### config.mk
export PLATFORM = sky130hd
export DESIGN_NAME = pmsr_regs
export DESIGN_NICKNAME = d
export VERILOG_FILES = /design/src/hdl/pmsr_pkg.sv /design/src/hdl/pmsr_regs.sv /design/src/hdl/pmsr_sync.sv
export VERILOG_INCLUDE_DIRS = /design/src /design/src/hdl
export SDC_FILE = /design/constraint.sdc
export NUM_CORES = 1
export LEC_CHECK = 0
export ABC_AREA = 1
export BUFFER_PORTS_ARGS = -buffer_cell sky130_fd_sc_hd__buf_2
export CAP_MARGIN = 5
export CORE_UTILIZATION = 41
export DETAILED_ROUTE_END_ITERATION = 8
export PLACE_DENSITY_LB_ADDON = 0.08
export SKIP_LAST_GASP = 1
export SLEW_MARGIN = 30
export SYNTH_ARGS = -nofsm -noshare
export SYNTH_HDL_FRONTEND = slang
export SYNTH_HIERARCHICAL = 1
export SYNTH_SLANG_ARGS = --single-unit
### constraint.sdc
create_clock -name i_clock -period 1.4 [get_ports i_clock]
set_input_delay 0.21 -clock i_clock [delete_from_list [all_inputs] [get_ports i_clock]]
set_output_delay 0.21 -clock i_clock [all_outputs]
set_load 0.02 [all_outputs]
### src/hdl/pmsr_map.svh
// Register offsets, field positions and reset values of the sequencer regs
`ifndef PMSR_MAP_SVH
`define PMSR_MAP_SVH
`define PMSR_ADDR_W        8
`define PMSR_DATA_W        32
`define PMSR_OFS_SEQ_CTRL  8'hB0
`define PMSR_OFS_SEQ_STAT  8'hB1
`define PMSR_BIT_SEQ_RST   0
`define PMSR_BIT_LFT_DIS   2
`define PMSR_FPS_LSB       4
`define PMSR_FPS_MSB       6
`define PMSR_BIT_LINK_RDY  0
`define PMSR_FPS_NONE      3'h0
`define PMSR_FPS_GIGE      3'h1
`define PMSR_FPS_TENG      3'h4
`define PMSR_ZERO32        32'h0
`define PMSR_RST_PULSE     4'h1
`endif

### src/hdl/pmsr_pkg.sv
// Types shared by the sequencer register bank
package pmsr_pkg;
   typedef enum logic [2:0] {
      PMSR_PROTO_NONE  = 3'h0,
      PMSR_PROTO_GIGE  = 3'h1,
      PMSR_PROTO_TENG  = 3'h4
   } pmsr_proto_t;

   // Management bus request from the master
   typedef struct packed {
      logic [7:0]  addr;
      logic [31:0] wdata;
      logic        write;
      logic        read;
   } pmsr_req_t;

   // Controls driven toward the sequencer
   typedef struct packed {
      logic        seq_reset;
      logic        lf_timer_disable;
      logic [2:0]  forced_protocol;
      logic        force_valid;
   } pmsr_seq_ctrl_t;
endpackage

### src/hdl/pmsr_regs.sv
// Sequencer control and link status registers of the management slave
// Operation
// - Reset acts while reset level held
// - Read and write strobes active high
// - Hold request steady while wait asserted
// - Word address, 8-bit bus, 32-bit data
// - Unspecified registers and fields reset zero
// - Sequencer reset bit self clears
// - Bit 2 disables link fault timer
// - Bits 6:4 select forced protocol
// - Force applies only with sequencer reset
// - Force allows speed change if autodetect
// - Status bit 0 shows link ready
`timescale 1ns/1ns
`include "pmsr_map.svh"
module pmsr_regs #(
   parameter bit AUTO_SPEED_DETECT = 1'b1,
   parameter int RESET_PULSE_CYCLES = 1
) (
   // Clock, reset and enable
   input  wire logic                    i_clock,
   input  wire logic                    i_reset_n,
   input  wire logic                    i_clock_enable,
   // Management request
   input  wire pmsr_pkg::pmsr_req_t     i_mgmt_req,
   // Management answer
   output logic [31:0]                  o_mgmt_readdata,
   output logic                         o_mgmt_waitrequest,
   // Sequencer side
   input  wire logic                    i_sequencer_link_ready,
   output pmsr_pkg::pmsr_seq_ctrl_t     o_seq_ctrl
);
   import pmsr_pkg::*;

   // Handshake state, high in the completion cycle
   logic        busy_r;
   // Link ready after the two-flop synchroniser
   logic        link_ready_s;
   // Stored control fields
   logic        lft_dis_r;
   logic [2:0]  fps_r;
   // Sequencer reset pulse counter
   logic [3:0]  rst_cnt_r;
   // Address decode
   logic        hit_ctrl;
   logic        hit_stat;
   // Request qualifiers
   logic        req_any;
   logic        wr_go;
   logic        rd_go;
   logic        wr_ctrl;
   logic        seq_rst_req;
   logic        force_go;
   // Forced protocol field checks
   logic        fps_ok;
   logic [2:0]  wr_fps;
   logic [2:0]  force_code;
   // Read path
   logic [31:0] rd_mux;

   // Pulse length must fit the four-bit counter
   initial begin
      if (RESET_PULSE_CYCLES < 1 || RESET_PULSE_CYCLES > 15) begin
         $error("pmsr_regs: RESET_PULSE_CYCLES must be 1..15");
      end
   end

   // Link ready comes from the sequencer domain
   pmsr_sync #(
      .WIDTH (1)
   ) u_link_sync (
      .i_clock   (i_clock),
      .i_reset_n (i_reset_n),
      .i_enable  (i_clock_enable),
      .i_async   (i_sequencer_link_ready),
      .o_sync    (link_ready_s)
   );

   // Decode and strobes
   assign hit_ctrl = (i_mgmt_req.addr == `PMSR_OFS_SEQ_CTRL);
   assign hit_stat = (i_mgmt_req.addr == `PMSR_OFS_SEQ_STAT);
   // Any strobe starts a transfer
   assign req_any  = i_mgmt_req.write || i_mgmt_req.read;
   // One wait cycle, then complete while request held
   assign wr_go    = i_mgmt_req.write && busy_r;
   // Read data sampled at the taking edge
   assign rd_go    = i_mgmt_req.read && !i_mgmt_req.write &&
                     !busy_r;
   // Completed write to the control register
   assign wr_ctrl  = wr_go && hit_ctrl;
   // Sequencer reset requested by this write
   assign seq_rst_req = wr_ctrl &&
                        i_mgmt_req.wdata[`PMSR_BIT_SEQ_RST];
   // Force only applies with a reset and speed detection
   assign force_go = seq_rst_req && AUTO_SPEED_DETECT;

   // Forced protocol field and its legality
   assign wr_fps   = i_mgmt_req.wdata[`PMSR_FPS_MSB:`PMSR_FPS_LSB];
   assign fps_ok   = (wr_fps == `PMSR_FPS_NONE) ||
                     (wr_fps == `PMSR_FPS_GIGE) ||
                     (wr_fps == `PMSR_FPS_TENG);
   // Reserved codes fall back to the stored field
   assign force_code = fps_ok ? wr_fps : fps_r;

   // Read multiplexer, reserved bits zero
   always_comb begin
      rd_mux = `PMSR_ZERO32;
      if (hit_ctrl) begin
         rd_mux[`PMSR_BIT_LFT_DIS] = lft_dis_r;
         rd_mux[`PMSR_FPS_MSB:`PMSR_FPS_LSB] = fps_r;
      end else if (hit_stat) begin
         rd_mux[`PMSR_BIT_LINK_RDY] = link_ready_s;
      end
   end

   // Wait-request handshake
   always_ff @(posedge i_clock) begin
      if (!i_reset_n) begin
         busy_r             <= 1'b0;
         o_mgmt_waitrequest <= 1'b1;
      end else if (i_clock_enable) begin
         if (busy_r) begin
            busy_r             <= 1'b0;
            o_mgmt_waitrequest <= 1'b1;
         end else if (req_any) begin
            busy_r             <= 1'b1;
            o_mgmt_waitrequest <= 1'b0;
         end else begin
            o_mgmt_waitrequest <= 1'b1;
         end
      end
   end

   // Read data captured at the taking edge
   always_ff @(posedge i_clock) begin
      if (!i_reset_n) begin
         o_mgmt_readdata <= `PMSR_ZERO32;
      end else if (i_clock_enable) begin
         // Stands through the cycle with wait low
         if (rd_go) begin
            o_mgmt_readdata <= rd_mux;
         end
      end
   end

   // Control register fields
   always_ff @(posedge i_clock) begin
      if (!i_reset_n) begin
         lft_dis_r <= 1'b0;
         fps_r     <= `PMSR_FPS_NONE;
      end else if (i_clock_enable && wr_ctrl) begin
         lft_dis_r <= i_mgmt_req.wdata[`PMSR_BIT_LFT_DIS];
         // Reserved codes are not stored
         if (fps_ok) begin
            fps_r <= wr_fps;
         end
      end
   end

   // Self-clearing sequencer reset pulse
   always_ff @(posedge i_clock) begin
      if (!i_reset_n) begin
         rst_cnt_r <= 4'h0;
      end else if (i_clock_enable) begin
         // A new request reloads a running pulse
         if (seq_rst_req) begin
            rst_cnt_r <= 4'(RESET_PULSE_CYCLES);
         end else if (rst_cnt_r != 4'h0) begin
            rst_cnt_r <= rst_cnt_r - `PMSR_RST_PULSE;
         end
      end
   end

   // Outputs toward the sequencer
   always_ff @(posedge i_clock) begin
      if (!i_reset_n) begin
         o_seq_ctrl <= '0;
      end else if (i_clock_enable) begin
         o_seq_ctrl.lf_timer_disable <= lft_dis_r;
         o_seq_ctrl.seq_reset <= (rst_cnt_r != 4'h0);
         // Force latched only together with a sequencer reset
         if (force_go) begin
            o_seq_ctrl.forced_protocol <= force_code;
            o_seq_ctrl.force_valid <= 1'b1;
         end
      end
   end
endmodule

### src/hdl/pmsr_sync.sv
// Two-flop synchroniser for a level from outside the clock domain
`timescale 1ns/1ns
module pmsr_sync #(
   parameter int WIDTH = 1
) (
   // Clock and control
   input  wire logic             i_clock,
   input  wire logic             i_reset_n,
   input  wire logic             i_enable,
   // Data
   input  wire logic [WIDTH-1:0] i_async,
   output logic      [WIDTH-1:0] o_sync
);
   logic [WIDTH-1:0] meta_r;

   initial begin
      if (WIDTH < 1) begin
         $error("pmsr_sync: WIDTH must be at least 1");
      end
   end

   // First stage read only by the second
   always_ff @(posedge i_clock) begin
      if (!i_reset_n) begin
         meta_r <= '0;
         o_sync <= '0;
      end else if (i_enable) begin
         meta_r <= i_async;
         o_sync <= meta_r;
      end
   end
endmodule

* After elaboration in Yosys (flattened, before gate mapping) *
Cells that the tools add are included.
W data, S select, Z words.

word-level totals
  bits in registers = 23
  output and inout bits = 39

cells by class
  reductions and logical operators = 17
  add/subtract/negate cells = 1
  mux-type cells = 11
  equality and inequality tests = 4

operators with widths
  kind                   count
  $eq A8 B8 Y1 const B   2
  $mux W4                2
  $mux W1                7
  $logic_and A1 B1 Y1    6
  $mux W3                2
  $reduce_and A2 Y1      3
  $reduce_bool A4 Y1     1
  $sub A4 B1 Y4 const B  1
  $eq A3 B1 Y1 const B   1
  $eq A3 B3 Y1 const B   1
  $logic_not A3 Y1       1
  $logic_or A1 B1 Y1     3
  $logic_not A1 Y1       2
  $reduce_bool A2 Y1     1

* Logic depth before layout (Yosys ltp) *
Gate-level depths: netlist of the first run.

  depth after elaboration = 5
  mapped depth = 8
  mapped depth without buffers = 8

* Cells and area by module *
The synthesis of the first run kept the hierarchy.

modules (own cells, without submodules)
  module     cells each  area each (um^2)  instances
  pmsr_regs  160         1167.4            1
  pmsr_sync  12          80.1              1

* Least setup slack after synthesis of the first run *
No wires, ideal clock.

  kind = reg2reg
  start = reg rst_cnt_r[0]
  end = reg rst_cnt_r[3]
  setup time = 0.112 ns
  arrival time = 1.020 ns
  setup slack = 0.268 ns
  cell stages (with the launch flop) = 9
  path through = dfxtp_1 inv_1 ha_1 nand2_1 nand2_1 nor2_1 nand2_1 nand3_1 nor2_1

between the ends
  longest elaborated chain between the ends = 3
  elaborated cells on any way between the ends = 6

RTL lines
  item                                                                         RTL line          RTL
  from (decl)                                                                  pmsr_regs.sv:43   logic [3:0] rst_cnt_r;
  from (signal assigned)                                                       pmsr_regs.sv:167  rst_cnt_r <= 4'(RESET_PULSE_CYCLES);
  from (signal assigned)                                                       pmsr_regs.sv:169  rst_cnt_r <= rst_cnt_r - `PMSR_RST_PULSE;
  $sub A4 B1 Y4 (no source line) / $reduce_bool A4 Y1 (equally long branches)  n/a
  $mux W4 / $reduce_bool A2 Y1 (equally long branches)                         n/a
  $mux W4 / $reduce_and A2 Y1 (equally long branches)                          n/a

Several ways; a longest one is shown, not always the timed one. The select of a mux whose other input is x is not followed.
A chain may end at the register's enable or synchronous reset.

* Final worst setup path of the first run *
Ends and elaborated chain as after synthesis.

==> flow_summary.yaml, run 1 <==
yosys:
  synth_area_leader_cell: "dfxtp_1"
  synth_top_area_share: 0.369
  synth_commonest_cells: "30 x nand2_1, 27 x buf_4, 23 x dfxtp_1"
  synth-edff-count: 0
  syn_area_um2: 1250
  synthCells: 172
  postSynthAreaPerCell_um2: 7.25
  synth_cell_types: 24
  yosysWarnings: 6
  synthArstFlopShare: 0
  synth_area_leaders: "dfxtp_1 37%, buf_4 16%, nand2_1 9.0%, a21oi_1 6.0%, inv_1 6.0%"
  ys_ff_latch: 23
  synth_flop_cell: "dfxtp_1"
  yosysMostFrequentCell: "nand2_1"
  yosysSeqAreaShare: 0.369
placed_design:
  hpwlAfterDp_um: 1800
  place.gp.congestion: 0.743
  numPortBuffers: 30
finish:
  antenna_cells: 0
  synthToLayoutAreaGrowth_pct: 9.33
  drive_above_1_share: 0.200
  nets: 254
sta:
  finalCritPeriodShare: 0.911
  tns_ns: 0
  hold_viol: 0
  drv_slew: 0
  finClkSkew_ns: 0.00324
  max_freq_mhz: 784
  rsz0062_at_grt: "no"
  setup-violations-final: 0
  period_needed_ns: 1.28
  timing.hold.ws_ns: 0.168
grt:
  track_usage: 0.148
  antenna_found_initial: 0
  grt_max_degree: 16
  grt_overflow: 0
  grt_pass1_wl_um: 3760
  grt_pass1_vias: 891
critical_path:
  cp_num_cells: 8
  cp_max_fo: 4
  start_kind: "register"
  crit_family: "simple AND/OR/NAND/NOR gates"
  crit_required_ns: 1.62
  endpoint_kind: "register"
  crit_arrival_ns: 1.50
  cp_slowest_cell: "dfxtp_1"
  path_common_cell: "nand2_1"
  r2r_start: "rst_cnt_r[0]"
  crit_end: "rst_cnt_r[3]"
  r2r_cells: 8
  cp_cell_sequence: "inv_1, ha_1, nand2_1, nand2_1, nor2_1, nand2_1, nand3_1, nor2_1"
  critPathBufInv: 1
  r2r-end: "rst_cnt_r[3]"
  cp-startpoint: "rst_cnt_r[0]"
  cpPeakStageDelay_ns: 0.37
  crit_type: "register to register"
  r2r_slack_ns: 0.12
power:
  p_leak_uw: 0.000688
  max-vdd-ir-drop_mv: 0.672
  power_uw: 1650
  power.density_nw_per_um2: 1210
cts:
  clockBufferDepth: 2
  cts_hold_buf: 0
  ctsRootBufferMaster: "clkbuf_4"
  cts.clk_slew.worst_paths_ns: 0.12
  cts_resized: 0
  clock_latency_ns: 0.31
  cts-buffers-inserted: 3
  tritoncts: "built"
  cts_setup_buffers: 0
  h-tree-depth: 1
  cts_sinks: 23
floorplan:
  die_y_um: 57.2
  io-pin-count: 85
  dieArea_um2: 3270
  initial_core_util: 0.441
  die_x_um: 57.2
  core_um2: 2830
  rows: 19
route:
  drc: 8
  routed_via_density: 4.53
  antenna_left: 0
  routed_wl_um: 2270
  wl_per_cell_um: 9.63
  dr.pass1.iters: 6
  vias: 1069
  drtIter0Drc: 48
run_status:
  status: "complete, but fails checks"
  violations: "DRC"
run:
  cap_viol_max_count: 0
worst_hold_path:
  hp-class: "input pin to register"
## where the power goes
group	switching (uW)	total [uW]	internal, uW
registers	61.2	795	734
logic	364	558	193
clock network	190	301	111
total	615	1650	1040
## layout make-up
type | instances | area (um^2)
fill | 282 | 1470
multi-input combinational | 125 | 594
sequential | 23 | 460
timing repair buffer | 32 | 165
inverter | 21 | 78.8
tap | 31 | 38.8
clock buffer | 4 | 26.3
## metal layers
layer | vias to the layer above | wire (um) | track usage
li1 | 559 | - | -
met3 | 5 | 148 | 0.0227
met5 | - | 0 | 0
met2 | 45 | 1040 | 0.249
met4 | 0 | 42 | 0.0697
met1 | 460 | 1040 | 0.185
## cells in the final DEF (no fill, tap or decap)
cell type / Yosys / layout
ha_1: 2 / 2
o211ai_1: 1 / 1
nor2_2: 1 / 1
clkbuf_4: 0 / 3
nor3_2: 1 / 1
dfxtp_1: 23 / 23
a22oi_1: 1 / 1
inv_1: 20 / 20
nand4_4: 1 / 1
nor2_4: 1 / 1
nor3_1: 1 / 1
nand2_1: 30 / 30
a21oi_1: 15 / 15
o21ai_0: 10 / 10
conb_1: 1 / 27
clkinv_1: 1 / 1
buf_2: 1 / 30
xor2_1: 1 / 1
clkbuf_1: 1 / 1
nand3_2: 1 / 1
nor2_1: 20 / 20
nand4_1: 5 / 5
nand2_2: 1 / 1
nand3_1: 6 / 6
buf_4: 27 / 2
## worst min-delay path, stage by stage
cell	delay, ns
buf_2	0.09
nor3_1	0.04
nand4_1	0.05
a21oi_1	0.05
## per-stage QoR
stage	setup slack [ns]	utilization	cells	area (um^2)
global route	0.00552	0.482	236	1360
global placement	0.162	0.473	232	1340
detailed placement	0.144	0.473	232	1340
floorplan	0.268	-	198	1350
CTS	0.127	0.482	236	1360
finish	0.125	0.482	236	1360
## state kept, by name, indices dropped and copies added, names as in the netlist
signal / cells
o_mgmt_waitrequest: 1
busy_r: 1
o_mgmt_readdata: 5
rst_cnt_r: 4
o_seq_ctrl: 6
u_link_sync/o_sync: 1
lft_dis_r: 1
u_link_sync/meta_r: 1
fps_r: 3
## cells by family after synthesis
family,after synthesis,synth area share
AOI/OAI and AO/OA,27,0.112
xor gates and xnor gates,1,0.00702
and+or+nand+nor,68,0.256
other,1,0.00301
adders and majority gates,2,0.0201
DFF,23,0.369
buffers and inverters,50,0.233
## worst min-delay path by stage
stage | from | end | slack (ns) | cells after the start
floorplan | i_reset_n | u_link_sync/meta_r | 0.33 | 2
global placement | o_seq_ctrl[0] | o_seq_ctrl[0] | 0.44 | 2
detailed placement | o_seq_ctrl[0] | o_seq_ctrl[0] | 0.45 | 2
CTS | i_mgmt_req[36] | o_mgmt_readdata[0] | 0.17 | 4
global route | i_mgmt_req[34] | o_mgmt_readdata[0] | 0.19 | 3
finish | i_mgmt_req[36] | o_mgmt_readdata[0] | 0.17 | 4
Power figures use the tool's default switching activity.
==> run 2, diff against run 1 <==
CELL_PAD_IN_SITES_DETAIL_PLACEMENT = 0   (was unset)
CELL_PAD_IN_SITES_GLOBAL_PLACEMENT = 1   (was unset)
CORE_UTILIZATION = 27   (was 41)
==> flow_summary.yaml, run 2 (synthesis gave the netlist of run 1 again) <==
run_status:
  status: "completed"
critical_path:
  endpoint_kind: "register"
  crit_type: "register to register"
  r2r_slack_ns: 0.20
  start_kind: "register"
  cp_max_fo: 4
  crit_arrival_ns: 1.37
  crit_end: "rst_cnt_r[3]"
  r2r_start: "rst_cnt_r[0]"
  r2r-end: "rst_cnt_r[3]"
  crit_required_ns: 1.57
  cp-startpoint: "rst_cnt_r[0]"
  r2r_cells: 8
route:
  drtIter0Drc: 38
  drc: 0
  wl_per_cell_um: 10.2
  vias: 1047
  antenna_left: 0
  routed_via_density: 4.06
  routed_wl_um: 2640
  dr.pass1.iters: 4
placed_design:
  numPortBuffers: 30
  hpwlAfterDp_um: 2020
  place.gp.congestion: 0.751
  dp.cells: 254
  dp_slack_ns: 0.133
cts:
  cts-buffers-inserted: 3
  clockBufferDepth: 2
  cts_setup_buffers: 0
  cts_hold_buf: 0
  cts_resized: 0
  tritoncts: "built"
  cts.clk_slew.worst_paths_ns: 0.08
  clock_latency_ns: 0.26
  h-tree-depth: 1
  cts_sinks: 23
  ctsRootBufferMaster: "clkbuf_8"
floorplan:
  die_y_um: 70.0
  initial_core_util: 0.285
  rows: 24
  io-pin-count: 85
  dieArea_um2: 4900
  core_um2: 4380
  die_x_um: 70.0
power:
  power_frac_clock: 0.233
  power.density_nw_per_um2: 1250
  max-vdd-ir-drop_mv: 0.336
  seqPwrFrac: 0.447
  power.share.switching: 0.360
  p_leak_uw: 0.000701
  intPower_uw: 1140
  p_sw_uw: 641
  pwr-share-comb: 0.320
finish:
  fin_cells: 258
  nets: 255
  regArea_um2: 460
  largest_register_ffs: 6
  top_register: "o_seq_ctrl"
  antenna_cells: 0
  layout_commonest_cell: "buf_2"
  drive_above_1_share: 0.214
  synthToLayoutAreaGrowth_pct: 13.9
  multiInputGateArea_um2: 599
  final_cell_mix: "30 x buf_2, 28 x nand2_1, 27 x conb_1"
  nFillCells: 503
  largestRegisters: "o_seq_ctrl x6, o_mgmt_readdata x5, rst_cnt_r x4"
grt:
  grt_pass1_vias: 977
  grt_pass1_wl_um: 4530
  grt_max_degree: 17
  grt_overflow: 0
  track_usage: 0.117
  antenna_found_initial: 0
sta:
  drv_slew: 0
  finalCritPeriodShare: 0.860
  timing.final.ws_setup_ns: 0.196
  period_needed_ns: 1.20
  hold_viol: 0
  tns_ns: 0
  rsz0062_at_grt: "no"
  timing.hold.ws_ns: 0.224
  max_freq_mhz: 830
  finClkSkew_ns: 0.00461
  setup-violations-final: 0
run:
  cap_viol_max_count: 0
worst_hold_path:
  hp-class: "input pin to register"
==> run 2: final cells by class <==
cell class                      instances  area share
Multi-Input combinational cell        125       0.422
Sequential cell                        23       0.324
Timing Repair Buffer                   33       0.121
Inverter                               21      0.0555
Tap cell                               52      0.0458
Clock buffer                            4      0.0317
==> run 2: critical path: stages (launching register included) <==
cell	delay, ns
dfxtp_1	0.36
inv_1	0.08
ha_1	0.21
nand2_2	0.10
nand2_2	0.09
nor2_1	0.11
nand2_1	0.05
nand3_1	0.07
nor2_1	0.05
==> run 2: how the worst min path moves through the flow <==
stage                        from                  to  slack (ns)  cells after the start
floorplan               i_reset_n  u_link_sync/meta_r        0.33                      2
global placement    o_seq_ctrl[0]       o_seq_ctrl[0]        0.44                      2
detailed placement  o_seq_ctrl[0]       o_seq_ctrl[0]        0.44                      2
CTS                 i_mgmt_req[4]           lft_dis_r        0.22                      3
global route        i_mgmt_req[4]           lft_dis_r        0.22                      3
finish              i_mgmt_req[4]           lft_dis_r        0.22                      3
==> run 2: power groups by stage <==
stage	Sequential [uW]	Combinational, uW	Clock [uW]
after floorplan	817	466	0
after global placement	807	542	0
after detailed placement	810	549	0
after CTS	795	552	437
after global routing	807	684	461
final	794	570	414
==> run 2: layer usage <==
| layer | GRT usage | vias up | wire, um |
|---|---|---|---|
| met2 | 0.197 | 42 | 1180 |
| li1 | - | 563 | - |
| met3 | 0.0216 | 4 | 149 |
| met5 | 0 | - | 0 |
| met4 | 0.0533 | 0 | 47 |
| met1 | 0.146 | 438 | 1260 |
==> run 2: stage by stage <==
step                total power, uW  utilization  area (um^2)
global route                   1950        0.324         1420
finish                         1780        0.324         1420
detailed placement             1360        0.313         1370
CTS                            1780        0.323         1420
floorplan                      1280            -         1350
global placement               1350        0.313         1370
==> run 3, diff against run 2 <==
CORE_MARGIN = 3   (was unset)
==> flow_summary.yaml, run 3 (synthesis gave the netlist of run 1 again) <==
route:
  routed_wl_um: 2710
  vias: 1081
  drtIter0Drc: 49
  antenna_left: 0
  dr.pass1.iters: 5
  drc: 0
  wl_per_cell_um: 10.5
  routed_via_density: 4.19
finish:
  drive_above_1_share: 0.214
  top_register: "o_seq_ctrl"
  synthToLayoutAreaGrowth_pct: 13.8
  final_cell_mix: "30 x buf_2, 29 x nand2_1, 27 x conb_1"
  layout_commonest_cell: "buf_2"
  fin_cells: 258
  largest_register_ffs: 6
  largestRegisters: "o_seq_ctrl x6, o_mgmt_readdata x5, rst_cnt_r x4"
  fin_area_um2: 1420
  nets: 255
  utilization: 0.322
  antenna_cells: 0
run:
  cap_viol_max_count: 0
critical_path:
  endpoint_kind: "register"
  start_kind: "register"
  cpPeakStageDelay_ns: 0.35
  cp_cell_sequence: "inv_1, ha_1, nand2_1, nand2_2, nor2_1, nand2_1, nand3_1, nor2_1"
  crit_arrival_ns: 1.40
  cp_slowest_cell: "dfxtp_1"
  crit_required_ns: 1.57
  crit_type: "register to register"
  cp_max_fo: 4
sta:
  period_needed_ns: 1.23
  hold_viol: 0
  finClkSkew_ns: 0.00638
  rsz0062_at_grt: "no"
  tns_ns: 0
  setup-violations-final: 0
  finalCritPeriodShare: 0.878
  drv_slew: 0
  timing.final.ws_setup_ns: 0.171
  max_freq_mhz: 814
cts:
  cts_sinks: 23
  cts-buffers-inserted: 3
  h-tree-depth: 1
  cts.clk_slew.worst_paths_ns: 0.09
  tritoncts: "built"
  clock_latency_ns: 0.26
  cts_hold_buf: 0
  ctsRootBufferMaster: "clkbuf_8"
  clockBufferDepth: 2
power:
  p_leak_uw: 0.000703
  power.density_nw_per_um2: 1240
  max-vdd-ir-drop_mv: 0.316
grt:
  grt_pass1_wl_um: 4220
  track_usage: 0.101
  grt_pass1_vias: 952
  antenna_found_initial: 0
  grt_max_degree: 17
  grt_overflow: 0
placed_design:
  hpwlAfterDp_um: 2070
  placed_area_um2: 1370
  dp_slack_ns: 0.134
  place.gp.congestion: 0.715
  dp.cells: 254
  numPortBuffers: 30
worst_hold_path:
  hp-class: "input pin to register"
run_status:
  status: "completed"
floorplan:
  dieArea_um2: 5470
  die_y_um: 74.0
  rows: 24
  die_x_um: 74.0
  initial_core_util: 0.283
  io-pin-count: 85
  core_um2: 4410
[run 3: metrics by stage]
step | hold slack [ns] | power [uW]
final | 0.231 | 1760
after global routing | 0.240 | 1920
after CTS | 0.226 | 1780
after detailed placement | 0.447 | 1350
after global placement | 0.441 | 1350
after floorplan | 0.330 | 1280
[run 3: layout make-up]
cell class                 count  area [um^2]
multi-input combinational    125          597
clock inverter                 1         5.00
tap                           52         65.1
sequential                    23          460
fill                         488         2990
timing repair buffer          33          173
clock buffer                   3         41.3
inverter                      21         78.8
[run 3: timing repair]
item / 4_1_cts / 5_1_grt
resized for setup: 0 / 1
hold endpoints to repair: 0 / 0
setup buffers: 0 / 0
setup endpoints to repair: 0 / 1
[run 3: final timing paths]
check | startpoint | to | slack (ns) | cells past startpoint
worst max-delay path | rst_cnt_r[0] | rst_cnt_r[3] | 0.17 | 8
worst min-delay path | i_mgmt_req[4] | lft_dis_r | 0.23 | 3
worst max register to register | rst_cnt_r[0] | rst_cnt_r[3] | 0.17 | 8
worst min register to register | o_seq_ctrl[0] | o_seq_ctrl[0] | 0.46 | 2
[run 3: routing by layer]
metal / part of all wire / vias to the layer above / global-route usage
met2: 0.43 / 50 / 0.161
met3: 0.088 / 2 / 0.0216
li1: - / 562 / -
met1: 0.48 / 467 / 0.133
met5: 0 / - / 0
met4: 0.0085 / 0 / 0.0423
[run 3: critical path, delay by kind of cell, from the launching register on]
kind,cells,cell delay (ns)
and+or+nand+nor,6,0.52
adders and majority gates,1,0.19
buffers and inverters,1,0.08
DFF,1,0.35
[run 3: power breakdown]
group / switching [uW] / internal, uW
registers: 59.9 / 734
logic: 359 / 191
clock network: 216 / 199
total: 635 / 1120
